`config.mk`:
```
export PLATFORM = sky130hd
export DESIGN_NAME = tcpwm_top
export DESIGN_NICKNAME = d
export VERILOG_FILES = /design/src/tcpwm_pkg.sv /design/src/tcpwm_sync.sv /design/src/tcpwm_top.sv
export VERILOG_INCLUDE_DIRS = /design/src
export SDC_FILE = /design/constraint.sdc
export NUM_CORES = 1
export LEC_CHECK = 0
export ABC_AREA = 1
export BUFFER_PORTS_ARGS = -buffer_cell sky130_fd_sc_hd__buf_2
export CORE_ASPECT_RATIO = 0.8
export CORE_MARGIN = 2
export CORE_UTILIZATION = 55
export CTS_BUF_LIST = sky130_fd_sc_hd__clkbuf_2 sky130_fd_sc_hd__clkbuf_4 sky130_fd_sc_hd__clkbuf_8
export CTS_CLUSTER_DIAMETER = 60
export DETAILED_ROUTE_END_ITERATION = 6
export GPL_ROUTABILITY_DRIVEN = 0
export PLACE_DENSITY = 0.78
export SLEW_MARGIN = 20
export SYNTH_ARGS = -nofsm -noshare
export SYNTH_HDL_FRONTEND = slang
export SYNTH_SLANG_ARGS = --single-unit
```
`constraint.sdc`:
```
create_clock -name aclk -period 2.15 [get_ports aclk]
set_input_delay 0 -clock aclk [delete_from_list [all_inputs] [get_ports aclk]]
set_output_delay 0 -clock aclk [all_outputs]
set_load 0.01 [all_outputs]
```
`src/tcpwm_consts.svh`:
```
`ifndef TCPWM_CONSTS_SVH
`define TCPWM_CONSTS_SVH

// Register byte offsets.
`define TCPWM_CTRL_OFS 8'h00
`define TCPWM_PERIOD_OFS 8'h04
`define TCPWM_COMPARE_OFS 8'h08
`define TCPWM_COUNT_OFS 8'h0C
`define TCPWM_CAPTURE_OFS 8'h10
`define TCPWM_STATUS_OFS 8'h14
`define TCPWM_MASK_OFS 8'h18
`define TCPWM_DEADBAND_OFS 8'h1C

// Control fields.
`define TCPWM_CTRL_EN 0
`define TCPWM_CTRL_MODE_LO 1
`define TCPWM_CTRL_MODE_HI 2
`define TCPWM_CTRL_REL_LO 3
`define TCPWM_CTRL_REL_HI 5
`define TCPWM_CTRL_CLK_LO 6
`define TCPWM_CTRL_CLK_HI 7
`define TCPWM_CTRL_RESET 32'h0000_0000

// Status bits.
`define TCPWM_ST_TC 0
`define TCPWM_ST_CMP 1
`define TCPWM_ST_CAP 2

`define TCPWM_PERIOD_RESET 16'hFFFF
`define TCPWM_RESP_OKAY 2'h0
`define TCPWM_RESP_SLVERR 2'h2
`endif

```
`src/tcpwm_pkg.sv`:
```
package tcpwm_pkg;
   typedef enum logic [1:0] {
      mode_free,
      mode_one_shot,
      mode_gated
   } tcpwm_mode_t;
   typedef enum logic [2:0] {
      cmp_less,
      cmp_less_equal,
      cmp_equal,
      cmp_greater_equal,
      cmp_greater
   } tcpwm_rel_t;
endpackage : tcpwm_pkg

```
`src/tcpwm_sync.sv`:
```
`timescale 1ns/1ps
// Two-stage synchroniser for one routed input.
module tcpwm_sync (
   // Clock and reset
   input wire logic aclk,
   input wire logic aresetn,
   // Data
   input wire logic din,
   output logic dout
);
   logic stage1;
   logic next_stage1;
   logic next_dout;

   always_comb begin
      next_stage1 = din;
      next_dout = stage1;
      if (!aresetn) begin
         next_stage1 = 1'b0;
         next_dout = 1'b0;
      end
   end

   always_ff @(posedge aclk) begin
      stage1 <= next_stage1;
      dout <= next_dout;
   end
endmodule : tcpwm_sync

```
`src/tcpwm_top.sv`:
```
// The register offsets and the AXI4-Lite interface to the registers were decided locally.
`timescale 1ns/1ps
`include "tcpwm_consts.svh"
module tcpwm_top #(
   parameter int WIDTH = 16,
   parameter int DB_WIDTH = 8,
   parameter int NUM_CLK = 4
) (
   // Clock and reset
   input wire logic aclk,
   input wire logic aresetn,
   // AXI4-Lite write address
   input wire logic [7:0] s_axi_awaddr,
   input wire logic s_axi_awvalid,
   output logic s_axi_awready,
   // AXI4-Lite write data
   input wire logic [31:0] s_axi_wdata,
   input wire logic [3:0] s_axi_wstrb,
   input wire logic s_axi_wvalid,
   output logic s_axi_wready,
   // AXI4-Lite write response
   output logic [1:0] s_axi_bresp,
   output logic s_axi_bvalid,
   input wire logic s_axi_bready,
   // AXI4-Lite read address
   input wire logic [7:0] s_axi_araddr,
   input wire logic s_axi_arvalid,
   output logic s_axi_arready,
   // AXI4-Lite read data
   output logic [31:0] s_axi_rdata,
   output logic [1:0] s_axi_rresp,
   output logic s_axi_rvalid,
   input wire logic s_axi_rready,
   // Routed inputs
   input wire logic [NUM_CLK-1:0] clk_src,
   input wire logic enable_in,
   input wire logic reset_in,
   input wire logic capture_in,
   input wire logic kill_in,
   // Routed outputs
   output logic cmp_out,
   output logic cmp_n_out,
   output logic tc_out,
   output logic irq
);
   if (WIDTH != 16 || DB_WIDTH < 1 || DB_WIDTH > 16 ||
       NUM_CLK < 1 || NUM_CLK > 4) begin : g_bad_params
      $error("tcpwm_top: unsupported parameter values.");
   end

   // Every routed input is synchronised before use.
   localparam int NIN = NUM_CLK + 4;
   logic [NIN-1:0] raw_in;
   logic [NIN-1:0] sync_in;
   assign raw_in = {kill_in, capture_in, reset_in, enable_in, clk_src};
   for (genvar g = 0; g < NIN; g++) begin : g_sync
      tcpwm_sync u_sync (
         .aclk(aclk),
         .aresetn(aresetn),
         .din(raw_in[g]),
         .dout(sync_in[g])
      );
   end
   logic [NUM_CLK-1:0] clk_s;
   logic en_s, rst_s, cap_s, kill_s;
   assign clk_s = sync_in[NUM_CLK-1:0];
   assign en_s = sync_in[NUM_CLK];
   assign rst_s = sync_in[NUM_CLK+1];
   assign cap_s = sync_in[NUM_CLK+2];
   assign kill_s = sync_in[NUM_CLK+3];

   // Registers and state.
   logic [31:0] ctrl, next_ctrl;
   logic [WIDTH-1:0] period, next_period;
   logic [WIDTH-1:0] compare, next_compare;
   logic [WIDTH-1:0] count, next_count;
   logic [WIDTH-1:0] capture, next_capture;
   logic [2:0] status, next_status;
   logic [2:0] mask, next_mask;
   logic [DB_WIDTH-1:0] deadband, next_deadband;
   logic [DB_WIDTH-1:0] db_cnt, next_db_cnt;
   logic running, next_running;
   logic [NUM_CLK-1:0] clk_d, next_clk_d;
   logic cap_d, next_cap_d;
   logic en_d, next_en_d;
   logic pwm_d, next_pwm_d;
   logic next_cmp_out, next_cmp_n_out, next_tc_out, next_irq;
   // Bus state.
   logic aw_held, next_aw_held, w_held, next_w_held;
   logic [7:0] aw_addr, next_aw_addr;
   logic [31:0] w_data, next_w_data;
   logic [3:0] w_strb, next_w_strb;
   logic next_awready, next_wready, next_bvalid, next_arready, next_rvalid;
   logic [1:0] next_bresp, next_rresp;
   logic [31:0] next_rdata;

   // Combinational helpers.
   tcpwm_pkg::tcpwm_mode_t mode;
   tcpwm_pkg::tcpwm_rel_t rel;
   logic [1:0] clk_sel;
   logic tick, cmp_true, tc_ev, cap_ev, start_ev, wr_fire, rd_fire;
   logic [31:0] wmask, rd_word;
   logic rd_ok, wr_ok;

   assign mode = tcpwm_pkg::tcpwm_mode_t'(
      ctrl[`TCPWM_CTRL_MODE_HI:`TCPWM_CTRL_MODE_LO]);
   assign rel = tcpwm_pkg::tcpwm_rel_t'(
      ctrl[`TCPWM_CTRL_REL_HI:`TCPWM_CTRL_REL_LO]);
   assign clk_sel = ctrl[`TCPWM_CTRL_CLK_HI:`TCPWM_CTRL_CLK_LO];
   // Rising edge of the chosen source clocks the counter.
   assign tick = (32'(clk_sel) < NUM_CLK) &&
                 clk_s[clk_sel] && !clk_d[clk_sel];
   assign cap_ev = cap_s && !cap_d;
   // Start on a rising enable bit, not its level, so a spent one-shot stays halted until reset_in or a new enable.
   assign start_ev = ctrl[`TCPWM_CTRL_EN] && !en_d;
   assign wr_fire = aw_held && w_held && !s_axi_bvalid;
   assign rd_fire = s_axi_arvalid && s_axi_arready;
   assign wmask = {{8{w_strb[3]}}, {8{w_strb[2]}},
                   {8{w_strb[1]}}, {8{w_strb[0]}}};

   always_comb begin
      cmp_true = 1'b0;
      unique case (rel)
         tcpwm_pkg::cmp_less: cmp_true = count < compare;
         tcpwm_pkg::cmp_less_equal: cmp_true = count <= compare;
         tcpwm_pkg::cmp_equal: cmp_true = count == compare;
         tcpwm_pkg::cmp_greater_equal: cmp_true = count >= compare;
         tcpwm_pkg::cmp_greater: cmp_true = count > compare;
         default: cmp_true = 1'b0;
      endcase
   end

   // Counter, capture and PWM outputs.
   always_comb begin
      next_count = count;
      next_running = running;
      next_capture = capture;
      next_tc_out = 1'b0;
      tc_ev = 1'b0;
      next_clk_d = clk_s;
      next_cap_d = cap_s;
      next_en_d = ctrl[`TCPWM_CTRL_EN];
      next_pwm_d = pwm_d;
      next_db_cnt = db_cnt;
      next_cmp_out = cmp_out;
      next_cmp_n_out = cmp_n_out;
      if (!ctrl[`TCPWM_CTRL_EN]) begin
         next_running = 1'b0;
      end else if (start_ev || rst_s) begin
         next_count = period;
         next_running = 1'b1;
      end else if (running && tick &&
                   (mode != tcpwm_pkg::mode_gated || en_s)) begin
         if (count == '0) begin
            next_count = period;
            tc_ev = 1'b1;
            next_tc_out = 1'b1;
            if (mode == tcpwm_pkg::mode_one_shot)
               next_running = 1'b0;
         end else begin
            next_count = count - 1'b1;
         end
      end
      if (cap_ev)
         next_capture = count;
      // Deadband: both outputs idle for deadband ticks after each edge.
      if (tick && db_cnt != '0)
         next_db_cnt = db_cnt - 1'b1;
      if (cmp_true != pwm_d) begin
         next_pwm_d = cmp_true;
         next_db_cnt = deadband;
         next_cmp_out = 1'b0;
         next_cmp_n_out = 1'b0;
      end else if (db_cnt == '0) begin
         next_cmp_out = pwm_d;
         next_cmp_n_out = !pwm_d;
      end
      if (kill_s || !ctrl[`TCPWM_CTRL_EN]) begin
         next_cmp_out = 1'b0;
         next_cmp_n_out = 1'b0;
      end
      if (!aresetn) begin
         next_count = '0;
         next_running = 1'b0;
         next_capture = '0;
         next_tc_out = 1'b0;
         next_clk_d = '0;
         next_cap_d = 1'b0;
         next_en_d = 1'b0;
         next_pwm_d = 1'b0;
         next_db_cnt = '0;
         next_cmp_out = 1'b0;
         next_cmp_n_out = 1'b0;
      end
   end

   // Register file and AXI4-Lite slave.
   always_comb begin
      rd_ok = 1'b1;
      unique case (s_axi_araddr)
         `TCPWM_CTRL_OFS: rd_word = ctrl;
         `TCPWM_PERIOD_OFS: rd_word = 32'(period);
         `TCPWM_COMPARE_OFS: rd_word = 32'(compare);
         `TCPWM_COUNT_OFS: rd_word = 32'(count);
         `TCPWM_CAPTURE_OFS: rd_word = 32'(capture);
         `TCPWM_STATUS_OFS: rd_word = 32'(status);
         `TCPWM_MASK_OFS: rd_word = 32'(mask);
         `TCPWM_DEADBAND_OFS: rd_word = 32'(deadband);
         default: begin
            rd_word = 32'h0000_0000;
            rd_ok = 1'b0;
         end
      endcase
   end

   always_comb begin
      next_ctrl = ctrl;
      next_period = period;
      next_compare = compare;
      next_mask = mask;
      next_deadband = deadband;
      next_status = status;
      wr_ok = 1'b1;
      next_aw_held = aw_held;
      next_aw_addr = aw_addr;
      next_w_held = w_held;
      next_w_data = w_data;
      next_w_strb = w_strb;
      next_awready = !aw_held && !s_axi_awready;
      next_wready = !w_held && !s_axi_wready;
      next_bvalid = s_axi_bvalid;
      next_bresp = s_axi_bresp;
      next_arready = 1'b0;
      next_rvalid = s_axi_rvalid;
      next_rdata = s_axi_rdata;
      next_rresp = s_axi_rresp;
      if (s_axi_awvalid && s_axi_awready) begin
         next_aw_held = 1'b1;
         next_aw_addr = s_axi_awaddr;
         next_awready = 1'b0;
      end
      if (s_axi_wvalid && s_axi_wready) begin
         next_w_held = 1'b1;
         next_w_data = s_axi_wdata;
         next_w_strb = s_axi_wstrb;
         next_wready = 1'b0;
      end
      if (wr_fire) begin
         unique case (aw_addr)
            `TCPWM_CTRL_OFS: next_ctrl = (ctrl & ~wmask) | (w_data & wmask);
            `TCPWM_PERIOD_OFS: next_period =
               WIDTH'((period & ~wmask) | (w_data & wmask));
            `TCPWM_COMPARE_OFS: next_compare =
               WIDTH'((compare & ~wmask) | (w_data & wmask));
            `TCPWM_MASK_OFS: next_mask = 3'((mask & ~wmask) | (w_data & wmask));
            `TCPWM_DEADBAND_OFS: next_deadband =
               DB_WIDTH'((deadband & ~wmask) | (w_data & wmask));
            `TCPWM_STATUS_OFS: next_status = status & ~3'(w_data & wmask);
            `TCPWM_COUNT_OFS, `TCPWM_CAPTURE_OFS: wr_ok = 1'b1;
            default: wr_ok = 1'b0;
         endcase
         next_aw_held = 1'b0;
         next_w_held = 1'b0;
         next_bvalid = 1'b1;
         next_bresp = wr_ok ? `TCPWM_RESP_OKAY : `TCPWM_RESP_SLVERR;
      end else if (s_axi_bvalid && s_axi_bready) begin
         next_bvalid = 1'b0;
      end
      // Events set sticky bits after any clear, so a set wins.
      if (tc_ev) next_status[`TCPWM_ST_TC] = 1'b1;
      if (cmp_true && !pwm_d) next_status[`TCPWM_ST_CMP] = 1'b1;
      if (cap_ev) next_status[`TCPWM_ST_CAP] = 1'b1;
      if (!s_axi_rvalid && !s_axi_arready && s_axi_arvalid)
         next_arready = 1'b1;
      if (rd_fire) begin
         next_rvalid = 1'b1;
         next_rdata = rd_word;
         next_rresp = rd_ok ? `TCPWM_RESP_OKAY : `TCPWM_RESP_SLVERR;
      end else if (s_axi_rvalid && s_axi_rready) begin
         next_rvalid = 1'b0;
      end
      next_irq = |(next_status & mask);
      if (!aresetn) begin
         next_ctrl = `TCPWM_CTRL_RESET;
         next_period = `TCPWM_PERIOD_RESET;
         next_compare = '0;
         next_mask = '0;
         next_deadband = '0;
         next_status = '0;
         next_aw_held = 1'b0;
         next_aw_addr = '0;
         next_w_held = 1'b0;
         next_w_data = '0;
         next_w_strb = '0;
         next_awready = 1'b0;
         next_wready = 1'b0;
         next_bvalid = 1'b0;
         next_bresp = `TCPWM_RESP_OKAY;
         next_arready = 1'b0;
         next_rvalid = 1'b0;
         next_rdata = '0;
         next_rresp = `TCPWM_RESP_OKAY;
         next_irq = 1'b0;
      end
   end

   always_ff @(posedge aclk) begin
      ctrl <= next_ctrl;
      period <= next_period;
      compare <= next_compare;
      count <= next_count;
      capture <= next_capture;
      status <= next_status;
      mask <= next_mask;
      deadband <= next_deadband;
      db_cnt <= next_db_cnt;
      running <= next_running;
      clk_d <= next_clk_d;
      cap_d <= next_cap_d;
      en_d <= next_en_d;
      pwm_d <= next_pwm_d;
      cmp_out <= next_cmp_out;
      cmp_n_out <= next_cmp_n_out;
      tc_out <= next_tc_out;
      irq <= next_irq;
      aw_held <= next_aw_held;
      aw_addr <= next_aw_addr;
      w_held <= next_w_held;
      w_data <= next_w_data;
      w_strb <= next_w_strb;
      s_axi_awready <= next_awready;
      s_axi_wready <= next_wready;
      s_axi_bvalid <= next_bvalid;
      s_axi_bresp <= next_bresp;
      s_axi_arready <= next_arready;
      s_axi_rvalid <= next_rvalid;
      s_axi_rdata <= next_rdata;
      s_axi_rresp <= next_rresp;
   end
endmodule : tcpwm_top

```
-- Yosys cells after proc, flatten, opt, wreduce, memory -nomap -nowiden
Cells that the tools add are included.
- bitwise gates (word level): 16
- add/sub/neg operators: 2
- multiplexer cells: 34
- reductions and logical operators: 60
- multipliers: 0
- $lt $le $gt $ge: 5
- shift-type cells: 0
- equality and inequality tests: 22
- div/mod/pow operators: 0
- operator list (kind ; count):
    $pmux W32 S8 ; 1
    $and A32 B32 Y32 ; 2
    $eq A8 B5 Y1 const B ; 8
    $mux W16 ; 3
    $and A16 B16 Y16 ; 2
    $eq A8 B4 Y1 const B ; 4
    $not A32 Y32 ; 1
    $or A16 B16 Y16 ; 2
    $or A32 B32 Y32 ; 1
    $logic_not A8 Y1 ; 3
    $mux W1 ; 21
    $logic_and A1 B1 Y1 ; 18
    $eq A16 B16 Y1 ; 1
    $eq A8 B3 Y1 const B ; 2
    $ge A16 B16 Y1 ; 1
    $gt A16 B16 Y1 ; 1
    $le A16 B16 Y1 ; 1
    $logic_not A16 Y1 ; 1
    $lt A16 B16 Y1 ; 1
    $mux W8 ; 2
    $reduce_or A8 Y1 ; 2
    $sub A16 B1 Y16 const B ; 1
    $reduce_and A2 Y1 ; 7
    $logic_not A1 Y1 ; 12
    25 further kinds ; 41
- logic and storage cells: 186
- register bits after elaboration: 233
- memories: 0
- RAM bits: 0
- bits in latches: 0
- input bits: 67
- bits in read-only memories: 0

-- Longest topological paths before layout
- word-level depth: 12
- depth in mapped cells: 21
- mapped depth without buffers: 20

-- By module
A second synthesis with hierarchy kept.
- cell total of the unflattened synthesis: 1342
- area, all modules: 9975.8 µm²
- modules (own cells, without submodules) (module ; area each (µm²) ; sequential area each (µm²) ; instances ; cells each):
    tcpwm_top ; 9535.4 ; 4304.1 ; 1 ; 1294
    tcpwm_sync ; 55.1 ; 40.0 ; 8 ; 6

-- Worst setup path before layout
OpenSTA, ideal clock, no wires.
- kind: flip-flop to flip-flop
- start: reg (tool-made name)
- end: reg db_cnt[7]
- cell stages (with the launch flop): 19
- path slack: -0.210 ns
- data required time: 2.080 ns
- library setup time: 0.070 ns
- data arrival time: 2.289 ns
- path buffers: 1
- path through: dfxtp_1 -> inv_1 -> ha_1 -> nand2_1 -> nor2_1 -> nand2_1 -> nor2_1 -> nand2_1 -> inv_1 -> o21ai_0 -> nand2_1 -> nand2_1 -> ha_1 -> inv_1 -> clkbuf_1 -> nand2_1 -> o21ai_0 -> nand2_1 -> a21oi_1
- RTL lines (what ; RTL line ; text):
    end signal: assignment ; tcpwm_top.sv:316 ; db_cnt <= next_db_cnt;
    end: declaration ; tcpwm_top.sv:81 ; logic [DB_WIDTH-1:0] db_cnt, next_db_cnt;

==> summary.txt <==
Outcome
  • Status: finished with violations
  • Failing checks: DRC, setup timing

Synthesis
  • Post-Syn Instances: 1382
  • FF+latch count, synth: 231
  • Mean post-synth cell area: 7.41 um^2
  • Main flop type after synthesis: dfxtp_1
  • Number of distinct library cells after synthesis: 42
  • Post-Syn Area: 10200 um^2
  • Yosys warnings: 0
  • Main area contributors after synthesis: dfxtp_1 (45%), nand2_1 (8.7%), a21oi_1 (7.3%)
  • Synth area leader: dfxtp_1
  • Asr flop ratio synth: 0%
  • Seq/Total Area, Yosys: 45.2%
  • Share of the synthesized area in the top cell type: 45.2%
  • Most frequent cells after synthesis: nand2_1 (237), dfxtp_1 (231), inv_1 (155)
  • Post-synth EDFFs: 0
  • Cell with the most instances after synthesis: nand2_1

Floorplan
  • Placeable core area: 18200 um^2
  • Starting density of the core: 56.3%
  • Row count: 44
  • IO Pins: 112
  • Die Height: 126 um
  • Die Area: 19700 um^2
  • Die X: 157 um

Timing
  • Final setup viols: 11
  • Final Max Tran Viols: 0
  • Final worst-path cycle share: 108%
  • Worst slew margin: 45.7%
  • Final Skew: 35.1 ps
  • Fin. Hold Viols: 0
  • Highest Clock Rate: 0.430 GHz
  • Worst Tran Pin Value: 815 ps
  • Setup TNS Final: -1220 ps
  • Fin crit period: 2320 ps
  • RSZ-0062 raised after global routing: true
  • Final Worst Setup Slack: -174 ps

Clock network
  • CTS Root Cell: clkbuf_8
  • Clk_lat worst skew: 550 ps
  • Clock transition at path regs: 60 ps
  • H-tree levels: 2
  • Clk sinks: 231
  • CTS Buf Count: 36
  • CTS tree: built
  • Longest Clk Path Bufs: 3

Drt
  • Post-route DRC: 1
  • Vias per Instance: 5.68
  • WL met3: 3760 um
  • Top layer in use: met4
  • DRT iter0 DRCs: 1240
  • Final wirelength: 32200 um
  • DR WL/cell: 17.5 um
  • Met2 wire len: 14200 um
  • DR vias: 10500
  • Post-Route M1 WL: 13500 um
  • Pre-antenna DRT Iters: 7
  • Post-detailed-route count of antenna-violating nets: 0

GRT
  • Overflow after GRT: 0
  • Tot GR Track Use: 31.9%
  • Number of global-route vias before repair: 9789
  • Largest net degree at the start of global routing: 84
  • Initial antenna violation count: 0
  • First-pass GRT wire length: 49900 um

Worst setup path
  • CP Cell Sequence: inv_2 -> ha_4 -> nand2_2 -> o21ai_1 -> a21oi_4 -> nand3_1 -> nand2_1 -> inv_1 -> nand2_2 -> ha_4 -> clkinv_8 -> o21ai_2 -> nand2_1 -> a21oi_2
  • CP Launch Type: flip-flop
  • Crit-path max FO: 8
  • CP Capture Type: flip-flop
  • CP required: 2620 ps
  • Critical path class: flip-flop to flip-flop
  • Crit-path leading delay family: compound AO/OA/AOI/OAI gates
  • CP bufs+invs: 3
  • CP max stage cell: ha_4
  • CP peak stage delay: 370 ps
  • Critical path arrival: 2790 ps

Worst hold path
  • HP Class: primary input to flip-flop

Place
  • DP Cell Count: 1701
  • Post-DP HPWL: 20300 um
  • Port Buf Inserts: 109
  • Worst slack, placed: -230 ps

Final layout
  • Synth-to-layout area growth: 26.9%
  • Layout Utilization: 71.5%
  • Final Non-Filler Cells: 1843
  • Fin nets: 1673
  • Layout cells sized above 1: 20.8%
  • Ant. Diodes: 0

Power and ir drop
  • Tot Pwr: 10.3 mW
  • Leakage: 5.77 nW
  • VDD IR max: 0.603 mV
  • Power density cells: 797 nW/um^2

Flow run
  • Max_cap viols: 0
==> what timing repair did <==
item                       CTS  global route
hold buffers                68             0
pin swaps                   12            27
gates resized for setup     38            44
hold endpoints to repair    62             0
setup endpoints to repair   11            22
buffers inserted             3             5
cloned                       0             1
==> routing by layer <==
metal / track usage [%] / vias up
met5: 0 / -
met4: 10.4 / 0
met3: 8.74 / 68
met2: 48.6 / 592
met1: 44.0 / 4832
li1: - / 4977
==> worst paths after layout <==
| check | depth (start not counted) | startpoint | slack (ps) | endpoint |
|---|---|---|---|---|
| worst max-delay path | 14 | flip-flop | -170 | db_cnt[4] |
| worst min-delay path | 3 | aresetn | 80 | flip-flop |
| worst max register to register | 14 | flip-flop | -170 | db_cnt[4] |
| worst min register to register | 2 | g_sync[1].u_sync.stage1 | 410 | g_sync[1].u_sync.dout |
==> report_power, final <==
group	internal [mW]	total, mW	switching (mW)
clock	2.36	4.11	1.75
combinational	0.663	1.67	1.00
sequential	4.45	4.58	0.127
total	7.47	10.3	2.88
==> metrics by stage <==
stage | hold WS [ps] | instance area, um^2
after floorplan | 97.6 | 10300
after global placement | 179 | 11100
after detailed placement | 185 | 11100
after CTS | 22.4 | 12700
after global routing | 79.6 | 13000
final | 75.4 | 13000
==> cells by family after synthesis <==
logic type                 Yosys count  synth area share, %
other                                1               0.0366
and+or+nand+nor                    531                 22.9
DFF                                231                 45.2
buffers and inverters              232                 9.76
AOI/OAI and AO/OA                  355                 18.6
xor gates and xnor gates            12                 1.03
adders and majority gates           20                 2.44
==> cell usage in the layout, fill, tap and decap left out, drive strengths merged <==
cell type / instances
dlygate4sd3: 68
conb: 2
o31ai: 1
buf: 163
dfxtp: 231
nand3b: 1
a211oi: 11
a21oi: 151
xor2: 9
nand3: 118
nand4: 11
nor4: 3
xnor2: 3
clkinv: 3
bufinv: 1
nor3: 16
o211ai: 23
nor3b: 1
o22ai: 7
nor2: 136
nand2: 245
clkbuf: 61
ha: 20
inv: 166
a21o: 1
o21ai: 161
==> worst register-to-register path, stage by stage (launching register included) <==
cell	delay, ps
dfxtp_2	350
inv_2	60
ha_4	260
nand2_2	70
o21ai_1	300
a21oi_4	80
nand3_1	100
nand2_1	50
inv_1	80
nand2_2	70
ha_4	370
clkinv_8	110
o21ai_2	150
nand2_1	90
a21oi_2	120
==> cell type report <==
class                           instances  area, um^2
Timing Repair Buffer                  231        1700
Tap cell                              230         288
Timing Repair inverter                  1        8.76
Clock buffer                           61         758
Sequential cell                       231        4640
Inverter                              165         637
Multi-Input combinational cell        920        4900
Fill cell                            1400        5180
Clock inverter                          4        57.6
Power figures use the tool's default switching activity.
